[src/logic/opmode_defs.vh]
/*
 * Constants for the operation-mode and contact I/O block: register
 * offsets, field positions, reset values, mode and content codes.
 * Assumes inclusion by its bare name from the logic/ folder.
 */
`ifndef OPMODE_DEFS_VH
`define OPMODE_DEFS_VH

// Register byte offsets (32-bit aligned words)
`define OFS_PANEL_CMD   8'h00
`define OFS_LINK_REQ    8'h04
`define OFS_CFG         8'h08
`define OFS_OUT_SEL     8'h0c
`define OFS_ANA_SEL     8'h10
`define OFS_STATUS      8'h14
`define OFS_IRQ_STAT    8'h18
`define OFS_IRQ_MASK    8'h1c

// Operation modes
`define MODE_LOCAL      2'h0
`define MODE_CONTACT    2'h1
`define MODE_SERIAL     2'h2

// Panel command fields
`define PCMD_MODE_LO    0
`define PCMD_SET_MODE   2
`define PCMD_RUN        3
`define PCMD_SET_RUN    4

// Serial link fields
`define LREQ_MODE_REQ   0
`define LREQ_RUN        1

// Configuration fields
`define CFG_IN1_PULSE   0
`define CFG_IN_NC_LO    1
`define CFG_OUT_NC_LO   4
`define CFG_LINK_RUN    10
`define CFG_IN1_EXTSW   11
`define CFG_WIDTH       12
`define CFG_RESET       12'h000

// Content codes for contact outputs 4 to 6
`define OSEL_OFF        3'h0
`define OSEL_RUN        3'h1
`define OSEL_STOP_ALM   3'h2
`define OSEL_CONT_ALM   3'h3
`define OSEL_EXT_SW     3'h4
`define OSEL_TEMP_RDY   3'h5
`define OSEL_ANY_ALM    3'h6
`define OSEL_ON         3'h7
`define OUT_SEL_RESET   9'h000

// Analog quantity codes
`define ASEL_CH1_TEMP   2'h0
`define ASEL_CH2_TEMP   2'h1
`define ASEL_CH2_COND   2'h2
`define ANA_SEL_RESET   4'h9

// Interrupt status bits
`define IRQ_MODE_CHG    0
`define IRQ_RUN_CHG     1
`define IRQ_STOP_ALM    2
`define IRQ_EXT_SW      3
`define IRQ_WIDTH       4

`endif
[src/logic/opmode_contact_io.v]
/*
 * Operation-mode state machine with contact inputs, contact outputs
 * and analog output selection, reached as a classic Wishbone slave.
 * Assumes contact inputs are free-running levels from the plant, the
 * serial stack and the panel both write through this bus, and the
 * measured quantities arrive already scaled on the system clock.
 */
//
// Summary of operation
// - Mode requests act only on an OFF to ON edge, never on level.
// - Rising contact input 3 enters contact-I/O mode.
// - Rising serial mode request flag enters serial mode.
// - Only the panel command path can select local mode.
// - In serial mode with option set, contact input drives run/stop.
// - Input 1 is run/stop or external switch, level or pulse form.
// - Every contact input and output has a selectable NO/NC polarity.
// - Input 3 serves only the mode request and is always momentary.
// - Output 1 shows run or stop state.
// - Output 2 shows a stopping alarm.
// - Output 3 shows a continuing alarm.
// - Outputs 1 to 3 have fixed content; only polarity configurable.
// - Outputs 4 to 6 each take a configurable content and polarity.
// - Each analog output picks CH1 temp, CH2 temp or CH2 conductivity.
// - Status reads in any mode; contact run/stop only when permitted.
// - Reset leaves the block in local mode.
`include "opmode_defs.vh"

module opmode_contact_io #(
  parameter AW = 16
) (
  input wire clk_i,
  input wire rst_i,
  input wire wb_cyc_i,
  input wire wb_stb_i,
  input wire wb_we_i,
  input wire [7:0] wb_adr_i,
  input wire [3:0] wb_sel_i,
  input wire [31:0] wb_dat_i,
  output reg [31:0] wb_dat_o,
  output reg wb_ack_o,
  input wire [3:1] contact_i,
  input wire stopping_alarm_i,
  input wire continuing_alarm_i,
  input wire temp_ready_i,
  input wire [AW-1:0] ch1_temp_i,
  input wire [AW-1:0] ch2_temp_i,
  input wire [AW-1:0] ch2_cond_i,
  output reg [6:1] contact_o,
  output reg [AW-1:0] analog1_o,
  output reg [AW-1:0] analog2_o,
  output reg [1:0] mode_o,
  output reg running_o,
  output reg irq_o
);

  // Byte-lane merge of a write into a stored word
  function [31:0] merge;
    input [31:0] old;
    input [31:0] din;
    input [3:0] sel;
    integer k;
    begin
      merge = old;
      for (k = 0; k < 4; k = k + 1) begin
        if (sel[k]) begin
          merge[k*8 +: 8] = din[k*8 +: 8];
        end
      end
    end
  endfunction

  // Content decode shared by the configurable outputs
  function content;
    input [2:0] code;
    input run;
    input stop_alm;
    input cont_alm;
    input ext_sw;
    input temp_rdy;
    begin
      case (code)
        `OSEL_OFF: content = 1'b0;
        `OSEL_RUN: content = run;
        `OSEL_STOP_ALM: content = stop_alm;
        `OSEL_CONT_ALM: content = cont_alm;
        `OSEL_EXT_SW: content = ext_sw;
        `OSEL_TEMP_RDY: content = temp_rdy;
        `OSEL_ANY_ALM: content = stop_alm | cont_alm;
        default: content = 1'b1;
      endcase
    end
  endfunction

  // Analog quantity selection shared by both analog outputs
  function [AW-1:0] ana_pick;
    input [1:0] code;
    input [AW-1:0] t1;
    input [AW-1:0] t2;
    input [AW-1:0] c2;
    begin
      case (code)
        `ASEL_CH1_TEMP: ana_pick = t1;
        `ASEL_CH2_TEMP: ana_pick = t2;
        `ASEL_CH2_COND: ana_pick = c2;
        default: ana_pick = {AW{1'b0}};
      endcase
    end
  endfunction

  reg [1:0] mode_r;
  reg [1:0] mode_nxt;
  reg run_r;
  reg run_nxt;
  reg [`CFG_WIDTH-1:0] cfg_r;
  reg [8:0] out_sel_r;
  reg [3:0] ana_sel_r;
  reg link_req_r;
  reg [`IRQ_WIDTH-1:0] irq_stat_r;
  reg [`IRQ_WIDTH-1:0] irq_mask_r;
  reg [`IRQ_WIDTH-1:0] irq_set;
  reg [`IRQ_WIDTH-1:0] irq_stat_nxt;
  reg [3:1] sync1_r;
  reg [3:1] sync2_r;
  reg [3:1] prev_r;
  reg stop_alm_prev_r;
  reg ext_sw_prev_r;
  reg [31:0] rd_data;
  wire [3:1] contact_act;
  wire [3:1] contact_rise;
  wire [31:0] cfg_word, out_sel_word, ana_sel_word, mask_word;
  wire [`IRQ_WIDTH-1:0] mask_nxt;
  wire wb_req;
  wire wb_wr;
  wire [31:0] panel_word;
  wire [31:0] link_word;
  wire panel_mode_set;
  wire [1:0] panel_mode;
  wire panel_run_set;
  wire link_wr;
  wire link_req_new;
  wire link_req_rise;
  wire contact_mode_rise;
  wire contact_has_run;
  wire in1_is_run;
  wire ext_sw;
  wire [6:1] out_level;

  // A request is taken once; the ack cycle ends it
  assign wb_req = wb_cyc_i & wb_stb_i & ~wb_ack_o;
  assign wb_wr = wb_req & wb_we_i;

  // Two-stage synchroniser on the raw contacts
  always @(posedge clk_i) begin
    if (rst_i) begin
      sync1_r <= 3'h0;
      sync2_r <= 3'h0;
    end else begin
      sync1_r <= contact_i;
      sync2_r <= sync1_r;
    end
  end

  // NC inputs read inverted; the edge compare runs after polarity
  assign contact_act = sync2_r ^ cfg_r[`CFG_IN_NC_LO +: 3];

  always @(posedge clk_i) begin
    if (rst_i) begin
      prev_r <= 3'h0;
    end else begin
      prev_r <= contact_act;
    end
  end

  assign contact_rise = contact_act & ~prev_r;

  // Input 3 is always read as a pulse: only its edge matters
  assign contact_mode_rise = contact_rise[3];

  // Input 1 doubles as an external switch when so configured
  assign in1_is_run = ~cfg_r[`CFG_IN1_EXTSW];
  assign ext_sw = cfg_r[`CFG_IN1_EXTSW] ? contact_act[1] :
                  contact_act[2];

  // Panel command word, decoded on its write strobe
  assign panel_word = merge(32'h0, wb_dat_i, wb_sel_i);
  assign panel_mode_set = wb_wr & (wb_adr_i == `OFS_PANEL_CMD) &
                          panel_word[`PCMD_SET_MODE] &
                          (panel_word[1:0] != 2'h3);
  assign panel_mode = panel_word[`PCMD_MODE_LO +: 2];
  assign panel_run_set = wb_wr & (wb_adr_i == `OFS_PANEL_CMD) &
                         panel_word[`PCMD_SET_RUN];

  // Serial request flag is a level; its edge is the event
  assign link_wr = wb_wr & (wb_adr_i == `OFS_LINK_REQ);
  assign link_word = merge({30'h0, running_o, link_req_r},
                           wb_dat_i, wb_sel_i);
  assign link_req_new = link_wr ? link_word[`LREQ_MODE_REQ] : link_req_r;
  assign link_req_rise = link_req_new & ~link_req_r;

  always @(posedge clk_i) begin
    if (rst_i) begin
      link_req_r <= 1'b0;
    end else begin
      link_req_r <= link_req_new;
    end
  end

  // Contact run/stop is honoured in contact mode, or in serial mode
  // when the option was set; local mode never listens to it
  assign contact_has_run = in1_is_run &
                           ((mode_r == `MODE_CONTACT) |
                            ((mode_r == `MODE_SERIAL) &
                             cfg_r[`CFG_LINK_RUN]));

  // Mode transitions; the panel wins over a same-cycle request since
  // it is the operator's explicit choice
  always @* begin
    mode_nxt = mode_r;
    case (mode_r)
      `MODE_LOCAL, `MODE_CONTACT, `MODE_SERIAL: begin
        if (panel_mode_set) begin
          mode_nxt = panel_mode;
        end else if (contact_mode_rise) begin
          mode_nxt = `MODE_CONTACT;
        end else if (link_req_rise) begin
          mode_nxt = `MODE_SERIAL;
        end
      end
      default: mode_nxt = `MODE_LOCAL;
    endcase
  end

  // Run state from whichever source the mode grants
  always @* begin
    run_nxt = run_r;
    if (contact_has_run) begin
      if (cfg_r[`CFG_IN1_PULSE]) begin
        if (contact_rise[1]) begin
          run_nxt = ~run_r;
        end
      end else begin
        run_nxt = contact_act[1];
      end
    end else if (mode_r == `MODE_LOCAL) begin
      if (panel_run_set) begin
        run_nxt = panel_word[`PCMD_RUN];
      end
    end else if (mode_r == `MODE_SERIAL) begin
      if (link_wr) begin
        run_nxt = link_word[`LREQ_RUN];
      end
    end
    // A stopping alarm halts the unit whatever the source
    if (stopping_alarm_i) begin
      run_nxt = 1'b0;
    end
  end

  always @(posedge clk_i) begin
    if (rst_i) begin
      mode_r <= `MODE_LOCAL;
      run_r <= 1'b0;
    end else begin
      mode_r <= mode_nxt;
      run_r <= run_nxt;
    end
  end

  // Byte-merged write words; each register keeps only its own width
  assign cfg_word = merge({20'h0, cfg_r}, wb_dat_i, wb_sel_i);
  assign out_sel_word = merge({23'h0, out_sel_r}, wb_dat_i, wb_sel_i);
  assign ana_sel_word = merge({28'h0, ana_sel_r}, wb_dat_i, wb_sel_i);
  assign mask_word = merge({28'h0, irq_mask_r}, wb_dat_i, wb_sel_i);
  assign mask_nxt = (wb_wr & (wb_adr_i == `OFS_IRQ_MASK)) ?
                    mask_word[`IRQ_WIDTH-1:0] : irq_mask_r;

  // Configuration registers
  always @(posedge clk_i) begin
    if (rst_i) begin
      cfg_r <= `CFG_RESET;
      out_sel_r <= `OUT_SEL_RESET;
      ana_sel_r <= `ANA_SEL_RESET;
      irq_mask_r <= 4'h0;
    end else if (wb_wr) begin
      case (wb_adr_i)
        `OFS_CFG: begin
          cfg_r <= cfg_word[`CFG_WIDTH-1:0];
        end
        `OFS_OUT_SEL: begin
          out_sel_r <= out_sel_word[8:0];
        end
        `OFS_ANA_SEL: begin
          ana_sel_r <= ana_sel_word[3:0];
        end
        `OFS_IRQ_MASK: begin
          irq_mask_r <= mask_word[`IRQ_WIDTH-1:0];
        end
        default: begin
          cfg_r <= cfg_r;
        end
      endcase
    end
  end

  // Sticky events; a set in the clearing cycle survives the clear
  always @* begin
    irq_set = 4'h0;
    irq_set[`IRQ_MODE_CHG] = (mode_nxt != mode_r);
    irq_set[`IRQ_RUN_CHG] = (run_nxt != run_r);
    irq_set[`IRQ_STOP_ALM] = stopping_alarm_i & ~stop_alm_prev_r;
    irq_set[`IRQ_EXT_SW] = ext_sw ^ ext_sw_prev_r;
    irq_stat_nxt = irq_stat_r | irq_set;
    if (wb_wr & (wb_adr_i == `OFS_IRQ_STAT) & wb_sel_i[0]) begin
      irq_stat_nxt = (irq_stat_r & ~wb_dat_i[3:0]) | irq_set;
    end
  end

  always @(posedge clk_i) begin
    if (rst_i) begin
      irq_stat_r <= 4'h0;
      stop_alm_prev_r <= 1'b0;
      ext_sw_prev_r <= 1'b0;
    end else begin
      stop_alm_prev_r <= stopping_alarm_i;
      ext_sw_prev_r <= ext_sw;
      irq_stat_r <= irq_stat_nxt;
    end
  end

  // Read mux; status stays readable whatever the mode
  always @* begin
    case (wb_adr_i)
      `OFS_PANEL_CMD: rd_data = {28'h0, running_o, 1'b0, mode_r};
      `OFS_LINK_REQ: rd_data = {30'h0, running_o, link_req_r};
      `OFS_CFG: rd_data = {20'h0, cfg_r};
      `OFS_OUT_SEL: rd_data = {23'h0, out_sel_r};
      `OFS_ANA_SEL: rd_data = {28'h0, ana_sel_r};
      `OFS_STATUS: begin
        rd_data = {21'h0, temp_ready_i, continuing_alarm_i,
                   stopping_alarm_i, ext_sw, contact_act,
                   contact_has_run, run_r, mode_r};
      end
      `OFS_IRQ_STAT: rd_data = {28'h0, irq_stat_r};
      `OFS_IRQ_MASK: rd_data = {28'h0, irq_mask_r};
      default: rd_data = 32'h0; // Unmapped reads as zero
    endcase
  end

  // Fixed content on outputs 1 to 3
  assign out_level[1] = run_r;
  assign out_level[2] = stopping_alarm_i;
  assign out_level[3] = continuing_alarm_i;

  // Outputs 4 to 6 each pick their own content
  genvar g;
  generate
    for (g = 4; g <= 6; g = g + 1) begin : g_out
      assign out_level[g] = content(out_sel_r[(g-4)*3 +: 3], run_r,
                                    stopping_alarm_i,
                                    continuing_alarm_i, ext_sw,
                                    temp_ready_i);
    end
  endgenerate

  // Output flops; NC outputs are driven inverted
  always @(posedge clk_i) begin
    if (rst_i) begin
      contact_o <= 6'h00;
      analog1_o <= {AW{1'b0}};
      analog2_o <= {AW{1'b0}};
      mode_o <= `MODE_LOCAL;
      running_o <= 1'b0;
      irq_o <= 1'b0;
      wb_ack_o <= 1'b0;
      wb_dat_o <= 32'h0;
    end else begin
      contact_o <= out_level ^ cfg_r[`CFG_OUT_NC_LO +: 6];
      analog1_o <= ana_pick(ana_sel_r[1:0], ch1_temp_i, ch2_temp_i,
                            ch2_cond_i);
      analog2_o <= ana_pick(ana_sel_r[3:2], ch1_temp_i, ch2_temp_i,
                            ch2_cond_i);
      mode_o <= mode_nxt;
      running_o <= run_nxt;
      irq_o <= |(irq_stat_nxt & mask_nxt); // Tracks clears and masks
      wb_ack_o <= wb_req; // Ack one cycle after the strobe
      if (wb_req) begin
        wb_dat_o <= rd_data;
      end
    end
  end

endmodule // opmode_contact_io

[config.mk]
export PLATFORM = sky130hd
export DESIGN_NAME = opmode_contact_io
export DESIGN_NICKNAME = d
export VERILOG_FILES = /design/src/logic/opmode_contact_io.v
export VERILOG_INCLUDE_DIRS = /design/src /design/src/logic
export SDC_FILE = /design/constraint.sdc
export NUM_CORES = 1
export LEC_CHECK = 0
export ABC_AREA = 1
export BUFFER_PORTS_ARGS = -buffer_cell sky130_fd_sc_hd__buf_4
export CAP_MARGIN = 20
export CORE_UTILIZATION = 30
export DETAILED_ROUTE_END_ITERATION = 10
export SLEW_MARGIN = 40
export SYNTH_ARGS = -nofsm -noshare
export SYNTH_HDL_FRONTEND = slang
export SYNTH_SLANG_ARGS = --single-unit
[constraint.sdc]
create_clock -name clk_i -period 4.3 [get_ports clk_i]
set_input_delay 0.86 -clock clk_i [delete_from_list [all_inputs] [get_ports clk_i]]
set_output_delay 0.86 -clock clk_i [all_outputs]
set_load 0.01 [all_outputs]
* Word-level counts from Yosys, hierarchy flattened *
Index checks and enable logic that the tools add are counted.

storage, ports and cells
  output and inout port bits = 75
  memories kept = 0
  latch bits = 0
  memory bits (read-only) = 0
  bits of input ports = 103
  RAM bits = 0
  register bits = 120

operators by class
  equality and inequality tests = 34
  reduce and logical (&&, ||, !) cells = 15
  add/subtract/negate cells = 0
  multipliers = 0
  multiplexer cells = 25
  bitwise gates (word level) = 32
  magnitude comparators = 0
  div/mod/pow operators = 0
  shift-type cells = 0

operator list
  operator                                              number
  one-hot mux 12 bit (8 select lines)                   1
  one-hot mux 16 bit (3 select lines)                   2
  equality test 8 x 5 -> 1 bit (second input constant)  4
  equality test 3 bit (second input constant)           9
  one-hot mux 1 bit (7 select lines)                    3
  equality test 3 x 2 -> 1 bit (second input constant)  6
  equality test 8 x 4 -> 1 bit (second input constant)  2
  AND 1 bit                                             15
  AND reduction 3 bit                                   5
  2-to-1 mux 4 bit                                      3
  2-to-1 mux 1 bit                                      10
  2-to-1 mux 2 bit                                      5
  equality test 3 x 1 -> 1 bit (second input constant)  3
  zero test 3 bit                                       3
  AND 4 bit                                             2
  equality test 8 x 3 -> 1 bit (second input constant)  1
  zero test 8 bit                                       1
  OR 4 bit                                              2
  equality test 2 x 1 -> 1 bit (second input constant)  3
  equality test 2 bit (second input constant)           3
  zero test 2 bit                                       3
  XOR 6 bit                                             1
  2-to-1 mux 5 bit                                      1
  NOT 1 bit                                             5
  other kinds (12)                                      13

* Logic depth before layout (Yosys ltp) *
  word-level depth = 15
  depth in mapped cells = 14

* Worst setup path before layout *
No wires, ideal clock.

  path kind = input to register
  start = input port wb_adr_i[7]
  end = register irq_o
  setup time = 0.122 ns
  slack = 2.279 ns
  data required time = 4.178 ns
  stages = 12
  arrival time = 1.900 ns
  path through = nor2_2 nand2_1 nor2_4 nand3_1 nand2_1 inv_1 nand2_1 nand2_1 nand2_1 o21ai_0 o21ai_1 nand3_1

between the ends
  longest elaborated chain between the ends = 13
  elaborated cells on any way between the ends = 32
  those cells by class = eq/ne: 5; mux: 13; bitwise: 12; reduce/logical: 2

ends and longest elaborated chain
  item                          line                                              source
  start: declaration            opmode_contact_io.v:36                            input wire [7:0] wb_adr_i,
  equality test 8 x 3 -> 1 bit  --
  AND 1 bit                     opmode_contact_io.v:194                           assign link_wr = wb_wr & (wb_adr_i == `OFS_LINK_REQ);
  2-to-1 mux 1 bit              opmode_contact_io.v:197                           assign link_req_new = link_wr ? link_word[`LREQ_MODE_REQ] : link_req_r;
  AND 1 bit                     opmode_contact_io.v:198                           assign link_req_rise = link_req_new & ~link_req_r;
  2-to-1 mux 2 bit              opmode_contact_io.v:225                           end else if (link_req_rise) begin
  2-to-1 mux 2 bit              opmode_contact_io.v:223                           end else if (contact_mode_rise) begin
  2-to-1 mux 2 bit              opmode_contact_io.v:221                           if (panel_mode_set) begin
  2-to-1 mux 2 bit              opmode_contact_io.v:219                           case (mode_r)
  != test 2 bit                 opmode_contact_io.v:308                           irq_set[`IRQ_MODE_CHG] = (mode_nxt != mode_r);
  OR 4 bit (on tied branches)   opmode_contact_io.v:312, opmode_contact_io.v:314
  2-to-1 mux 4 bit              opmode_contact_io.v:313                           if (wb_wr & (wb_adr_i == `OFS_IRQ_STAT) & wb_sel_i[0]) begin
  AND 4 bit (*)                 opmode_contact_io.v:384                           irq_o <= |(irq_stat_nxt & mask_nxt);
  OR reduction 4 bit (*)        opmode_contact_io.v:384
  end signal: assignment        opmode_contact_io.v:384
  end: declaration              opmode_contact_io.v:53                            output reg irq_o

Every way passes the cells marked *; elsewhere a longest branch is shown, timed or not.
A chain may end at the register's enable or synchronous reset.

==> results.txt <==
Synth area leader -> dfxtp_1
Worst setup margin -> 2.14 ns
Hold Path Class -> flip-flop to flip-flop
CTS Sinks -> 99
Maximum clock insertion buffer count -> 2
Clock Latency Late Sink -> 0.36 ns
Global-route wire length before repair -> 22400 µm
Period utilization -> 50.2%
Max-slew violations -> 0
Most common cell after layout, fill and taps aside -> nand2_1
Setup Skew -> 0.00922 ns
Worst slew margin -> 64.1%
Area fraction of the dominant cell type after synthesis -> 40.9%
Internal -> 1.45 mW
Layout area overhead -> 29.8%
Num CTS Buffers -> 9
Layout cells sized above 1 -> 20.9%
Leakage Power -> 3.14 nW
Critical-path maximum fanout -> 49
Vias in the first global route -> 4370
Tmin final -> 2.16 ns
Fraction of registers with async set/reset -> 0%
Vias -> 4761
Combinational share of power -> 11.3%
Post-DR vias/cell -> 4.55
Startpoint Class -> input pin
Synth Flop Type -> dfxtp_1
Max IR drop VDD -> 0.000177 V
PwrDens -> 314 nW/µm²
Grt met1 use -> 23.1%
Die area -> 16700 µm²
I/O pin count -> 178
Hold Fails Final Rpt -> 0
Routability congestion estimate from global placement -> 0.883
Number of synthesized flops with an enable pin -> 0
Max-cap violations -> 0
Die height -> 129 µm
Syn Inst Count -> 698
Worst-Margin Slew -> 0.535 ns
First-pass DRT Iterations -> 5
WP data arrival -> 2.39 ns
Largest cells by area after synthesis -> dfxtp_1 41%, nand2_1 14%, inv_1 9.8%
Root buf cell -> clkbuf_16
# resized after CTS -> 0
Total power -> 1.97 mW
Die X -> 129 µm
Worst path bufs/invs -> 3
Core Region -> 15800 µm²
CP cell instances -> buf_4 -> clkinv_1 -> buf_4 -> o21ai_0 -> a21oi_1
Final core utilization -> 39.7%
CTS tree -> yes
Antenna Cells -> 0
Residual DRC count -> 0
Grt total ovfl -> 0
Cell mode on critical path -> buf_4
Initial antenna violation count -> 0
Sw frac -> 26.7%
Standard-cell row count -> 46
Fmax -> 464 MHz
Initial core utilization -> 30.6%
HPWL after DPL -> 10600 µm
NumNets Final -> 929
Met2 Resource Use GR -> 28.6%
WP data required -> 4.53 ns
Worst Setup End Kind -> flip-flop
Unrepaired setup endpoints after global routing -> no
Port bufs -> 135
DR WL/cell -> 13.7 µm
Register area share after synthesis -> 40.9%
Setup violators final -> 0
Setup TNS -> 0 ns
GRT met3 Usage -> 2.81%
Seq cells post-synth -> 99
Status -> finished, final reports clean
Post-synth cell types -> 41
Reg clk slew, reported paths -> 0.08 ns
Top cell family by delay on the critical path -> buffers and inverters
Grt peak-use layer -> met2
H-Tree Level Count -> 3
Synth Cell Area -> 4840 µm²
Avg Cell Area, Syn -> 6.94 µm²
Hold buffer count at cts -> 0
Count of yosys warnings during synthesis -> 0
Dpl ws -> 1.81 ns
Buffer count from post-CTS setup fixing -> 0
Routed WL -> 14400 µm
Routed Antenna Nets -> 0
Critical path's slowest cell -> clkinv_1
Maximum number of pins on one net before global-route repair -> 50
P_sw -> 527 µW
Most frequent cells in the layout -> 179 x nand2_1, 138 x buf_4, 127 x inv_1
Gr usage total -> 17.4%
CP peak stage delay -> 0.48 ns
Sequential power share -> 48.3%
Clk network pwr share -> 40.5%
Iteration-0 DRC Markers -> 321
Critical path class -> input pin to flip-flop
## logic make-up (layout without fill, tap and decap cells)
kind of cell	count (synthesis)	after routing	synth area share, %
AND/OR/NAND/NOR	285	285	25.7
buffers and inverters	172	286	15.0
AO/OA/AOI/OAI	136	136	17.5
flip-flops	99	99	40.9
XOR/XNOR	5	5	0.904
other	1	20	0.0774
## flip-flops by register name, summed over array words and instances, names as in the netlist, 2 cells and up
| name | count |
|---|---|
| irq_mask_r | 4 |
| irq_stat_r | 4 |
| analog1_o | 16 |
| analog2_o | 16 |
| cfg_r | 12 |
| sync2_r | 3 |
| out_sel_r | 9 |
| contact_o | 6 |
| ana_sel_r | 4 |
| prev_r | 2 |
| mode_o | 2 |
| wb_dat_o | 12 |
| sync1_r | 3 |
## metrics by stage
stage	cell area [µm²]	hold slack (ns)	instances
floorplan	4910	0.388	717
global placement	5990	0.392	1031
detailed placement	5990	0.398	1031
CTS	6280	0.403	1047
global route	6290	0.411	1047
finish	6290	0.399	1047
## worst paths after layout
check	startpoint	end	slack, ns	cells past startpoint
worst max-delay path	rst_i	cfg_r[1]$_SDFFE_PP0P_	2.14	5
worst min-delay path	sync1_r[2]$_SDFF_PP0_	sync2_r[2]$_SDFF_PP0_	0.40	2
worst max register to register	wb_ack_o$_SDFF_PP0_	cfg_r[1]$_SDFFE_PP0P_	2.35	10
worst min register to register	sync1_r[2]$_SDFF_PP0_	sync2_r[2]$_SDFF_PP0_	0.40	2
## layout make-up
cell class / count / area [µm²]
fill: 1700 / 9540
multi-input combinational: 446 / 2220
sequential: 99 / 1980
timing repair buffer: 138 / 1040
inverter: 132 / 498
tap: 216 / 270
clock buffer: 9 / 225
clock inverter: 7 / 60.1
## per-layer routing
metal	routed length [µm]	up-vias	part of all wire, %
met5	0	-	0
met1	6660	2174	46
met2	6790	122	47
met3	674	14	4.7
met4	236	0	1.6
li1	-	2451	-
## tightest hold or removal path, stage by stage (launching register included)
cell and delay [ns]:
dfxtp_1 0.30, inv_1 0.04, nor2_1 0.03
## power by group through the flow
stage,combinational [mW],clock (mW),sequential (mW)
finish,0.222,0.800,0.953
CTS,0.223,0.818,0.953
global route,0.247,0.857,0.955
detailed placement,0.222,0,0.974
floorplan,0.110,0,0.981
global placement,0.221,0,0.975
## cells in the mapped netlist (4+ instances only)
| cell | n |
|---|---|
| nand2_1 | 179 |
| inv_1 | 127 |
| o211ai_1 | 5 |
| buf_4 | 20 |
| nand4_1 | 5 |
| nand3_1 | 30 |
| nor2_2 | 4 |
| clkbuf_1 | 18 |
| a21oi_1 | 42 |
| o21ai_0 | 37 |
| nor2_4 | 4 |
| o221ai_1 | 28 |
| o22ai_1 | 6 |
| dfxtp_1 | 99 |
| a31oi_1 | 6 |
| nor2_1 | 51 |
Power figures use the tool's default switching activity.
